<file path="src/remote_temp_map.svh">
// register offsets, field positions and constants of the remote reading
`ifndef REMOTE_TEMP_MAP_SVH
`define REMOTE_TEMP_MAP_SVH
`define REG_SIGNED_HIGH 8'h01
`define REG_SIGNED_LOW 8'h10
`define REG_UNSIGNED_HIGH 8'h31
`define REG_UNSIGNED_LOW 8'h32
`define REG_ENH_CONFIG 8'h45
`define EXT_RES_BIT 2
`define ENH_CONFIG_RESET 8'h00
`define ZERO_BYTE 8'h00
`define LOW_UNUSED_ZERO 3'h0
`define EXTRA_ZERO 2'h0
`define EXTRA_ONES 2'h3
`define SIGNED_MAX 14'h0FFC
`define SIGNED_MIN 14'h3000
`define UNSIGNED_ZERO 13'h0000
`define RAW_SIGN_BIT 13
`define HIGH_MSB 12
`define HIGH_LSB 5
`define FRAC_MSB 4
`define FRAC_LSB 2
`define EXTRA_MSB 1
`endif

</file>
<file path="src/remote_temp_pkg.sv">
// types shared by the remote temperature result registers
`default_nettype none
package remote_temp_pkg;
  // raw reading: signed, 1/32 degree C per count
  typedef logic [13:0] raw_temp_t;
  typedef struct packed {
    logic [7:0] signed_high;
    logic [7:0] signed_low;
    logic [7:0] unsigned_high;
    logic [7:0] unsigned_low;
  } temp_bytes_t;
  typedef struct packed {
    logic rd;
    logic wr;
    logic [7:0] addr;
    logic [7:0] wdata;
  } reg_req_t;
endpackage
`default_nettype wire

</file>
<file path="src/remote_temp_regs.sv">
// remote diode temperature result registers with high-then-low reading
`include "remote_temp_map.svh"
`default_nettype none
module remote_temp_regs (
  input wire logic sys_clk_in,
  input wire logic rstn_in,
  input wire remote_temp_pkg::raw_temp_t conv_temp_in,
  input wire logic conv_valid_in,
  input wire logic filter_enable_in,
  input wire remote_temp_pkg::reg_req_t reg_req_in,
  output logic [7:0] rd_data_out,
  output logic rd_valid_out,
  output logic extended_resolution_enable_out
);
  remote_temp_pkg::temp_bytes_t formatted;
  remote_temp_pkg::temp_bytes_t result;
  logic [7:0] signed_low_shadow;
  logic [7:0] unsigned_low_shadow;
  logic [7:0] enh_config;
  logic [7:0] next_rd_data;
  logic [7:0] rd_addr_q;
  logic extended_resolution_enable;

  assign extended_resolution_enable = enh_config[`EXT_RES_BIT];

  temp_format u_format (
    .raw_in(conv_temp_in),
    .filter_enable_in(filter_enable_in),
    .extended_resolution_enable_in(extended_resolution_enable),
    .bytes_out(formatted)
  );

  // all four bytes move on the same edge so formats never disagree
  always_ff @(posedge sys_clk_in or negedge rstn_in) begin
    if (!rstn_in) begin
      result <= '0;
    end else if (conv_valid_in) begin
      result <= formatted;
    end
  end

  // enhanced configuration: only the resolution enable is kept here
  always_ff @(posedge sys_clk_in or negedge rstn_in) begin
    if (!rstn_in) begin
      enh_config <= `ENH_CONFIG_RESET;
    end else if (reg_req_in.wr && reg_req_in.addr == `REG_ENH_CONFIG) begin
      enh_config <= `ZERO_BYTE;
      enh_config[`EXT_RES_BIT] <= reg_req_in.wdata[`EXT_RES_BIT];
    end
  end

  // a conversion landing between the two reads cannot tear the pair
  always_ff @(posedge sys_clk_in or negedge rstn_in) begin
    if (!rstn_in) begin
      signed_low_shadow <= `ZERO_BYTE;
    end else if (reg_req_in.rd && reg_req_in.addr == `REG_SIGNED_HIGH) begin
      signed_low_shadow <= result.signed_low;
    end
  end

  always_ff @(posedge sys_clk_in or negedge rstn_in) begin
    if (!rstn_in) begin
      unsigned_low_shadow <= `ZERO_BYTE;
    end else if (reg_req_in.rd &&
                 reg_req_in.addr == `REG_UNSIGNED_HIGH) begin
      unsigned_low_shadow <= result.unsigned_low;
    end
  end

  // low bytes come from the shadow, so only high-first reads are coherent
  always_comb begin
    unique case (reg_req_in.addr)
      `REG_SIGNED_HIGH: next_rd_data = result.signed_high;
      `REG_SIGNED_LOW: next_rd_data = signed_low_shadow;
      `REG_UNSIGNED_HIGH: next_rd_data = result.unsigned_high;
      `REG_UNSIGNED_LOW: next_rd_data = unsigned_low_shadow;
      `REG_ENH_CONFIG: next_rd_data = enh_config;
      default: next_rd_data = `ZERO_BYTE;
    endcase
  end

  always_ff @(posedge sys_clk_in or negedge rstn_in) begin
    if (!rstn_in) begin
      rd_data_out <= `ZERO_BYTE;
      rd_valid_out <= 1'b0;
      rd_addr_q <= `ZERO_BYTE;
    end else begin
      rd_valid_out <= reg_req_in.rd;
      if (reg_req_in.rd) begin
        rd_data_out <= next_rd_data;
        rd_addr_q <= reg_req_in.addr;
      end
    end
  end

  always_ff @(posedge sys_clk_in or negedge rstn_in) begin
    if (!rstn_in) begin
      extended_resolution_enable_out <= 1'b0;
    end else begin
      extended_resolution_enable_out <= extended_resolution_enable;
    end
  end
endmodule
`default_nettype wire

</file>
<file path="src/temp_format.sv">
// turns one raw reading into the signed and unsigned register bytes
`include "remote_temp_map.svh"
`default_nettype none
module temp_format (
  input wire remote_temp_pkg::raw_temp_t raw_in,
  input wire logic filter_enable_in,
  input wire logic extended_resolution_enable_in,
  output remote_temp_pkg::temp_bytes_t bytes_out
);
  logic [13:0] sv;
  logic [12:0] uv;
  logic over;
  logic [1:0] signed_temp_extra_fraction;
  logic [1:0] unsigned_temp_extra_fraction;

  function automatic logic [7:0] make_low(input logic [2:0] frac,
                                          input logic [1:0] extra);
    make_low = {frac, extra, `LOW_UNUSED_ZERO};
  endfunction

  always_comb begin
    over = $signed(raw_in) > $signed(`SIGNED_MAX);
    // signed form saturates at its 8.3 range
    if (over) begin
      sv = `SIGNED_MAX;
    end else if ($signed(raw_in) < $signed(`SIGNED_MIN)) begin
      sv = `SIGNED_MIN;
    end else begin
      sv = raw_in;
    end
    // unsigned form cannot show below zero
    if (raw_in[`RAW_SIGN_BIT]) begin
      uv = `UNSIGNED_ZERO;
    end else begin
      uv = raw_in[`HIGH_MSB:0];
    end
    if (filter_enable_in && extended_resolution_enable_in) begin
      signed_temp_extra_fraction = sv[`EXTRA_MSB:0];
    end else if (!filter_enable_in && extended_resolution_enable_in &&
                 over) begin
      signed_temp_extra_fraction = `EXTRA_ONES;
    end else begin
      signed_temp_extra_fraction = `EXTRA_ZERO;
    end
    if (filter_enable_in) begin
      unsigned_temp_extra_fraction = uv[`EXTRA_MSB:0];
    end else begin
      unsigned_temp_extra_fraction = `EXTRA_ZERO;
    end
    bytes_out.signed_high = sv[`HIGH_MSB:`HIGH_LSB];
    bytes_out.signed_low = make_low(sv[`FRAC_MSB:`FRAC_LSB],
                                    signed_temp_extra_fraction);
    bytes_out.unsigned_high = uv[`HIGH_MSB:`HIGH_LSB];
    bytes_out.unsigned_low = make_low(uv[`FRAC_MSB:`FRAC_LSB],
                                      unsigned_temp_extra_fraction);
  end
endmodule
`default_nettype wire

</file>
<file path="config.mk">
export PLATFORM = sky130hd
export DESIGN_NAME = remote_temp_regs
export DESIGN_NICKNAME = d
export VERILOG_FILES = /design/src/remote_temp_pkg.sv /design/src/remote_temp_regs.sv /design/src/temp_format.sv
export VERILOG_INCLUDE_DIRS = /design/src
export SDC_FILE = /design/constraint.sdc
export NUM_CORES = 1
export LEC_CHECK = 0
export BUFFER_PORTS_ARGS = -buffer_cell sky130_fd_sc_hd__buf_2
export CORE_MARGIN = 2
export CORE_UTILIZATION = 50
export CTS_CLUSTER_DIAMETER = 50
export DETAILED_ROUTE_END_ITERATION = 7
export PLACE_DENSITY = 0.72
export RECOVER_POWER = 25
export SLEW_MARGIN = 10
export SYNTH_ARGS = -nofsm -noshare
export SYNTH_HDL_FRONTEND = slang
export SYNTH_HIERARCHICAL = 1
export SYNTH_SLANG_ARGS = --single-unit
export TNS_END_PERCENT = 50
</file>
<file path="constraint.sdc">
create_clock -name sys_clk_in -period 2.6 [get_ports sys_clk_in]
set_input_delay 0.13 -clock sys_clk_in [delete_from_list [all_inputs] [get_ports sys_clk_in]]
set_output_delay 0.13 -clock sys_clk_in [all_outputs]
set_load 0.05 [all_outputs]
</file>
==> results of run 1 <==
[flip-flops by register name (all words and copies together), names as in the netlist]
| register | cells |
|---|---|
| result | 32 |
| rd_data_out | 8 |
| signed_low_shadow | 8 |
| unsigned_low_shadow | 8 |
| enh_config | 1 |
| extended_resolution_enable_out | 1 |
| rd_valid_out | 1 |
[layout make-up]
cell class,instances,area share
Clock buffer,12,0.04949
Clock inverter,4,0.01425
Inverter,3,0.003375
Multi-Input combinational cell,157,0.3960
Sequential cell,59,0.4424
Tap cell,72,0.02700
Timing Repair Buffer,43,0.06749
[stage by stage]
stage	cell area (um2)	worst slack (ns)	util	power, mW
finish	3337	0.7303	0.6023	2.123
global route	3337	0.6717	0.6023	2.223
CTS	3344	0.8493	0.6037	2.146
detailed placement	3112	0.8443	0.5617	1.263
global placement	3112	0.8452	0.5617	1.255
floorplan	2922	1.186	-	1.182
[worst min path at each step]
stage	to	slack [ns]	cells after the start
after floorplan	enh_config[2]	-0.17	0
after global placement	result[19]	0.32	2
after detailed placement	result[19]	0.33	2
after CTS	enh_config[2]	0.01	2
after global routing	enh_config[2]	0.01	2
final	enh_config[2]	0.03	2
[report_power, final]
part,leakage [nW],internal (mW),switching (mW)
Sequential,0.760,0.981,0.0355
Clock,0.108,0.517,0.358
Combinational,0.717,0.109,0.122
[layer usage]
layer / part of all wire / up-vias
li1: - / 902
met1: 0.48 / 923
met2: 0.44 / 56
met3: 0.063 / 6
met4: 0.013 / 0
met5: 0 / -
[synth_stat cells (all sizes together)]
library cell / instances
a22o: 6
nand3b: 1
a31oi: 1
o22ai: 6
and3: 2
a222oi: 2
a22oi: 10
nor4: 1
nor2: 7
mux2i: 2
a32o: 1
or2: 1
and3b: 2
nand2: 24
conb: 1
o21ai: 4
or3b: 1
a21oi: 1
o2bb2ai: 3
buf: 11
mux2: 47
nand4: 3
nand3: 4
nor4b: 1
clkbuf: 8
or2b: 1
inv: 3
and2: 3
nand2b: 3
o211a: 1
nor2b: 13
dfrtp: 59
[worst max-delay path, cell delays in order]
cell                            delay (ns)
sky130_fd_sc_hd__dlygate4sd3_1        0.52
sky130_fd_sc_hd__clkbuf_1             0.24
sky130_fd_sc_hd__nand3_4              0.15
sky130_fd_sc_hd__or3b_1               0.66
sky130_fd_sc_hd__mux2_4               0.39
[cell families (layout without fill, tap and decap cells)]
logic type,after synthesis,count (layout)
compound gates,35,35
buf+inv,22,62
flops,59,59
mux,49,49
other cells,1,6
simple gates,67,67
[timing repair]
| item | CTS | global route |
|---|---|---|
| hold endpoints to repair | 60 | 0 |
| setup endpoints to repair | 0 | 0 |
| hold buffers | 2 | 0 |
| setup buffers | 0 | 0 |
==> qor.txt, run 1 <==
STATUS
---------------------------------------------------------------------------------
Outcome ............................................................ finished, violations left
Failing checks ..................................................... max-capacitance violations, max-slew violations

GRT
---------------------------------------------------------------------------------
Met3 layer usage reported by global route ..........................      0.06404
Total gr overflow ..................................................            0
M1 GR Usage ........................................................       0.3027
Routing usage on met2 ..............................................       0.2917
Wire length of the first global-routing pass .......................      9818 um
GR Util All Layers .................................................       0.2067
Maximum number of pins on one net before global-route repair .......           60
Number of global-route vias before repair ..........................         1911
Global routing's busiest layer .....................................         met1
Antenna violations before repair ...................................            0

LAYOUT
---------------------------------------------------------------------------------
Number of nets in the layout .......................................          309
Share of post-route cells with drive strength above 1 ..............       0.4245
Most frequent cells in the layout .................................. sky130_fd_sc_hd__dfrtp_1 (59), sky130_fd_sc_hd__buf_2 (34), sky130_fd_sc_hd__mux2_2 (32)
Commonest non-fill, non-tap cell in the layout ..................... sky130_fd_sc_hd__dfrtp_1
Post-Layout Cell Count .............................................          350
Layout overhead on the synthesized area ............................       14.96%
Antenna diode count ................................................            0
Footprint of the multi-input gates .................................     1321 um2
Number of filler instances in the final layout .....................          483
Area taken by flip-flops and latches ...............................     1476 um2

STA
---------------------------------------------------------------------------------
Maximum clock frequency ............................................    534.9 MHz
Pin slew with the least headroom to its limit ......................     1.773 ns
Relative slew slack ................................................      -0.1818
Number of pins with negative max-slew slack in the final report ....           34
Setup total negative slack .........................................         0 ns
Setup-violating endpoint count in the final report .................            0
Final hold violation count .........................................            0
Hold_ws ............................................................   0.02681 ns
Post-route clock period utilization ................................       0.7191
Unrepaired setup endpoints after global routing ....................           no
Final setup skew ...................................................  0.005125 ns
Shortest period the worst path allows ..............................     1.870 ns

WORST SETUP PATH
---------------------------------------------------------------------------------
Category of the most critical setup path ........................... primary input to flip-flop
Arrival time reported for the critical path endpoint ...............      2.09 ns
Reg-to-reg slack, setup ............................................      1.34 ns
Sort of element at the start of the critical path .................. primary input
CP endpoint kind ...................................................    flip-flop
Endpoint of the worst setup timing path ............................ unsigned_low_shadow[3]
Largest fanout on the critical path ................................            8
Startpoint of the most critical register-to-register path ..........   result[13]
Required time at the endpoint of the critical path .................      2.82 ns
Worst reg-to-reg path cell count ...................................            3
Reg-to-reg critical path endpoint .................................. rd_data_out[5]
Startpoint of the worst setup timing path .......................... reg_req_in[17]

FLOORPLANNING
---------------------------------------------------------------------------------
Row cnt ............................................................           27
Count of pins on the block boundary ................................           46
Die Y ..............................................................     80.20 um
Area of the core region ............................................     5540 um2
Die Outline Area ...................................................     6431 um2
Die extent in x ....................................................     80.20 um
Initial Util .......................................................       0.5239

SYNTH
---------------------------------------------------------------------------------
Share of the synthesized area in the top cell type .................       0.5086
Fraction of the mapped netlist area in compound gates ..............      0.09569
Post-synthesis area per instance ...................................    12.46 um2
Proportion of synthesized area in mux cells ........................       0.2086
Cells taking the most area after synthesis ......................... sky130_fd_sc_hd__dfrtp_1 (51%), sky130_fd_sc_hd__mux2_2 (12%), sky130_fd_sc_hd__mux2_4 (7.8%)
Simple logic cell fraction of the synthesized area .................       0.1431
Number of distinct library cells after synthesis ...................           44
Number of instances in the synthesized netlist .....................          233
Share of the synthesized netlist area taken by xor and xnor gates ..            0
Synthesized-area fraction occupied by adder cells ..................            0
Synthesis-stage register bit count .................................           59
Combinational family with the most area after synthesis ............ multiplexers
Post-synthesis cell area ...........................................     2903 um2
Cell accounting for the most synthesized area ...................... sky130_fd_sc_hd__dfrtp_1
Yosys warns ........................................................            6
Sequential element share of the synthesized area ...................       0.5086

ROUTE
---------------------------------------------------------------------------------
Routed length per placed instance ..................................     16.46 um
Total DRC errors in the routed layout ..............................            0
1st-iter DRT viols .................................................          152
Vias/cell ..........................................................        5.391
Vias post-DR .......................................................         1887
Routed Antenna Nets ................................................            0
Detailed-router iteration count before antenna repair ..............            4
Detailed Route WL ..................................................      5761 um

PWR
---------------------------------------------------------------------------------
Max VDD drop .......................................................    0.4656 mV
Power density normalized to cell area .............................. 636.1 nW/um2
Leak pwr ...........................................................     1.586 nW

PLACEMENT
---------------------------------------------------------------------------------
Number of input and output port buffers inserted ...................           38
Cell total after placement .........................................          332
Routability congestion estimate ....................................       0.8046
Detail Placement HPWL ..............................................      3967 um

HOLD PATH
---------------------------------------------------------------------------------
Min-delay src ...................................................... reg_req_in[2]
Min-delay worst type ............................................... primary input to flip-flop

CTS
---------------------------------------------------------------------------------
Worst-Skew Late Latency ............................................      0.34 ns
Clock tree buffer depth ............................................            2
Clock slew seen by the registers of the worst setup and hold paths .      0.06 ns
TritonCTS sink count ...............................................           59
TritonCTS clock tree ...............................................          yes
CTS Root Buffer Type ............................................... sky130_fd_sc_hd__clkbuf_8
Number of gates resized after cts ..................................            0
Number of CTS-inserted buffers .....................................            9
Deepest level of the CTS H-tree ....................................            3

FLOW RUN
---------------------------------------------------------------------------------
Max Cap Violations .................................................            1

No activity file was read; power rests on OpenSTA's default activity.
==> inputs of run 2 (changes only) <==
--- a/config.mk
+++ b/config.mk
@@ -6,12 +6,13 @@
 export SDC_FILE = /design/constraint.sdc
 export NUM_CORES = 1
 export LEC_CHECK = 0
+export ABC_AREA = 1
 export BUFFER_PORTS_ARGS = -buffer_cell sky130_fd_sc_hd__buf_2
 export CORE_MARGIN = 2
 export CORE_UTILIZATION = 50
 export CTS_CLUSTER_DIAMETER = 50
 export DETAILED_ROUTE_END_ITERATION = 7
-export PLACE_DENSITY = 0.72
+export PLACE_DENSITY = 0.75
 export RECOVER_POWER = 25
 export SLEW_MARGIN = 10
 export SYNTH_ARGS = -nofsm -noshare
==> constraint.sdc (replaced) <==
create_clock -name sys_clk_in -period 1.64 [get_ports sys_clk_in]
set_input_delay 0.082 -clock sys_clk_in [delete_from_list [all_inputs] [get_ports sys_clk_in]]
set_output_delay 0.082 -clock sys_clk_in [all_outputs]
set_load 0.05 [all_outputs]
==> run 2 against run 1 <==
  * Register-to-register slack got worse by 0.91 ns
  * The flow now finishes without violations
  * Largest power group unchanged
  * Sequential share of layout area decreased by 0.72 points
  * Count of clock-buffer cells in the layout unchanged
  * Worst hold slack improved by 0.025 ns
  * Core utilization increased by 0.62 points
  * Die area increased by 0.69%
  * Sequential cell count unchanged
  * Critical path type unchanged
  * Total power increased by 58%
  * Cell count increased by 34%
  * Sequential power increased by 58%
  * Synthesized cell count increased by 49%
==> qor.txt, run 2 <==
WORST SETUP PATH
---------------------------------------------------------------------------------
Worst reg-to-reg path cell count ...................................            6   +3
Reg-to-reg critical path endpoint ..................................   result[20]
Category of the most critical setup path ........................... primary input to flip-flop
Startpoint of the worst setup timing path .......................... reg_req_in[17]
CP endpoint kind ...................................................    flip-flop
Reg-to-reg slack, setup ............................................      0.43 ns   -0.91 ns
Sort of element at the start of the critical path .................. primary input
Arrival time reported for the critical path endpoint ...............      1.65 ns   -0.44 ns
Startpoint of the most critical register-to-register path .......... enh_config[2]
Required time at the endpoint of the critical path .................      1.87 ns   -0.95 ns
Largest fanout on the critical path ................................           16   +8

CTS
---------------------------------------------------------------------------------
Clock slew seen by the registers of the worst setup and hold paths .      0.06 ns   about the same
Worst-Skew Late Latency ............................................      0.34 ns   about the same
CTS Root Buffer Type ............................................... sky130_fd_sc_hd__clkbuf_8
Hold Buf Count CTS .................................................            3   +1
Clock tree buffer depth ............................................            2   unchanged
TritonCTS sink count ...............................................           59   unchanged
Number of CTS-inserted buffers .....................................            9   unchanged
Buffers inserted by post-CTS timing repair .........................            0   unchanged
TritonCTS clock tree ...............................................          yes
Deepest level of the CTS H-tree ....................................            3   unchanged
Number of gates resized after cts ..................................            0   unchanged

ROUTE
---------------------------------------------------------------------------------
Routed length per placed instance ..................................     13.39 um   -19%
Detailed Route WL ..................................................      6279 um   +9.0%
Routed Antenna Nets ................................................            0   unchanged
Detailed-router iteration count before antenna repair ..............            4   unchanged
Vias/cell ..........................................................        5.115   -5.1%
Vias post-DR .......................................................         2399   +27%
1st-iter DRT viols .................................................          232   +53%
Total DRC errors in the routed layout ..............................            0   unchanged

HOLD PATH
---------------------------------------------------------------------------------
Worst-case hold path end point ..................................... enh_config[2]
Min-delay src ...................................................... reg_req_in[16]
Min-delay worst type ............................................... primary input to flip-flop
Count of cells along the worst hold path ...........................            3   +1

SYNTH
---------------------------------------------------------------------------------
Cells taking the most area after synthesis ......................... sky130_fd_sc_hd__dfrtp_1 (50%), sky130_fd_sc_hd__nand2_1 (9.9%), sky130_fd_sc_hd__mux2_2 (7.7%)
Sequential element share of the synthesized area ...................       0.5049   -0.003700
Share of the synthesized area in the top cell type .................       0.5049   -0.003700
Most numerous cell types in the synthesized netlist ................ sky130_fd_sc_hd__nand2_1 (77), sky130_fd_sc_hd__dfrtp_1 (59), sky130_fd_sc_hd__inv_1 (47)
Number of enable-type register cells in the synthesized netlist ....            0   unchanged
Cell accounting for the most synthesized area ...................... sky130_fd_sc_hd__dfrtp_1
Share of synthesized registers carrying an async set or reset ......        1.000   unchanged
Most instantiated flip-flop cell in the synthesis netlist .......... sky130_fd_sc_hd__dfrtp_1
Post-synthesis area per instance ...................................    8.402 um2   -33%
Number of distinct library cells after synthesis ...................           23   -48%
Number of instances in the synthesized netlist .....................          348   +49%
Yosys warns ........................................................            6   unchanged
Post-synthesis cell area ...........................................     2924 um2   +0.73%
Synthesis-stage register bit count .................................           59   unchanged
Cell with the most instances after synthesis ....................... sky130_fd_sc_hd__nand2_1

STA
---------------------------------------------------------------------------------
Setup-violating endpoint count in the final report .................            0   unchanged
Number of pins with negative max-slew slack in the final report ....            0   -100%
Hold_ws ............................................................   0.05193 ns   +0.02512 ns
Final hold violation count .........................................            0   unchanged
Setup total negative slack .........................................         0 ns   unchanged
Shortest period the worst path allows ..............................     1.412 ns
Relative slew slack ................................................       0.4726   +0.6543
Pin slew with the least headroom to its limit ......................    0.7911 ns   -0.9815 ns
Unrepaired setup endpoints after global routing ....................           no
Post-route clock period utilization ................................       0.8609
Final setup skew ...................................................  0.006741 ns   +0.001616 ns
Maximum clock frequency ............................................    708.3 MHz

STATUS
---------------------------------------------------------------------------------
Outcome ............................................................ finished clean

LAYOUT
---------------------------------------------------------------------------------
Number of nets in the layout .......................................          428   +39%
Number of filler instances in the final layout .....................          466   -3.5%
Commonest non-fill, non-tap cell in the layout ..................... sky130_fd_sc_hd__nand2_1
Share of post-route cells with drive strength above 1 ..............       0.2393   -0.1852
Register with the most flip-flops ..................................       result
Post-Layout Cell Count .............................................          469   +34%
Most frequent cells in the layout .................................. sky130_fd_sc_hd__nand2_1 (77), sky130_fd_sc_hd__dfrtp_1 (59), sky130_fd_sc_hd__inv_1 (47)
Antenna diode count ................................................            0   unchanged
Layout overhead on the synthesized area ............................       16.00%
End-of-flow core utilization .......................................       0.6085   +0.006226
Number of flip-flops under the largest register name ...............           32   unchanged

PLACEMENT
---------------------------------------------------------------------------------
Routability congestion estimate ....................................       0.8879   +10%
Number of input and output port buffers inserted ...................           38   unchanged
Cell total after placement .........................................          450   +36%
Detail Placement HPWL ..............................................      4468 um   +13%

PWR
---------------------------------------------------------------------------------
Power density normalized to cell area .............................. 990.8 nW/um2   +56%
Max VDD drop .......................................................    0.5161 mV   +11%
Leak pwr ...........................................................     1.787 nW   +13%

FLOORPLANNING
---------------------------------------------------------------------------------
Die Y ..............................................................     80.47 um   +0.34%
Count of pins on the block boundary ................................           46   unchanged
Area of the core region ............................................     5574 um2   +0.61%
Die extent in x ....................................................     80.47 um   +0.34%
Row cnt ............................................................           27   unchanged
Die Outline Area ...................................................     6475 um2   +0.69%
Initial Util .......................................................       0.5246   +0.0006405

GRT
---------------------------------------------------------------------------------
Number of global-route vias before repair ..........................         2285   +20%
Maximum number of pins on one net before global-route repair .......           60   unchanged
Wire length of the first global-routing pass .......................     10280 um   +4.7%
Antenna violations before repair ...................................            0   unchanged
GR Util All Layers .................................................       0.2168   +0.01009
Total gr overflow ..................................................            0   unchanged

FLOW RUN
---------------------------------------------------------------------------------
Max Cap Violations .................................................            0   -1

## run 2: changes by cell type after synthesis, sizes merged, moves of 13 or more
cell,change
nor2,+24
nor2b,-13
mux2,-27
inv,+48
nand2,+60
o21ai,+41
nand3,+24
## run 2: critical path, cell delays in order
cell and delay (ns):
sky130_fd_sc_hd__dlygate4sd3_1 0.52, sky130_fd_sc_hd__buf_2 0.22, sky130_fd_sc_hd__inv_4 0.10, sky130_fd_sc_hd__nor4_4 0.26, sky130_fd_sc_hd__buf_4 0.26, sky130_fd_sc_hd__nand2_1 0.10, sky130_fd_sc_hd__o21a_1 0.11
## run 2: routing by layer
layer | vias up | global-route usage | share of wire
met3 | 19 | 0.03708 | 0.062
met2 | 89 | 0.3300 | 0.45
met4 | 0 | 0.1390 | 0.032
met5 | - | 0 | 0
met1 | 1114 | 0.2859 | 0.46
li1 | 1177 | - | -
## run 2: logic make-up after synthesis
kind of cell | after synthesis | share of synthesized area
AO/OA/AOI/OAI | 48 | 0.08687
buffers and inverters | 68 | 0.1018
flip-flops | 59 | 0.5049
other | 1 | 0.001282
AND/OR/NAND/NOR | 152 | 0.2281
multiplexers | 20 | 0.07702
## run 2: worst max path at each step
stage	end	slack (ns)	depth (start not counted)
floorplan	unsigned_low_shadow[0]	0.58	5
global placement	result[29]	0.34	9
detailed placement	signed_low_shadow[6]	0.30	7
CTS	unsigned_low_shadow[7]	0.23	7
global route	unsigned_low_shadow[7]	0.13	7
finish	unsigned_low_shadow[7]	0.23	7
## run 2: final cells by class
cell class / count / area (um2) / share of cell area
Clock buffer: 12 / 165.2 / 0.04869
Multi-Input combinational cell: 226 / 1169 / 0.3445
Tap cell: 72 / 90.09 / 0.02656
Inverter: 51 / 193.9 / 0.05717
Timing Repair Buffer: 45 / 250.2 / 0.07377
Sequential cell: 59 / 1476 / 0.4353
Clock inverter: 4 / 47.55 / 0.01402
## run 2: power by group
group | internal, mW | switching, mW | leakage, nW
clock | 0.820 | 0.585 | 0.108
combinational | 0.131 | 0.211 | 0.941
sequential | 1.56 | 0.0551 | 0.737
total | 2.51 | 0.852 | 1.79
## run 2: stage by stage
step           cell area, um2  power [mW]  setup slack, ns
2_1_floorplan            2943       1.845           0.5815
3_3_place_gp             3162       1.963           0.3417
3_5_place_dp             3162       1.980           0.2987
4_1_cts                  3405       3.380           0.2314
5_1_grt                  3392       3.491           0.1288
6_report                 3392       3.361           0.2281
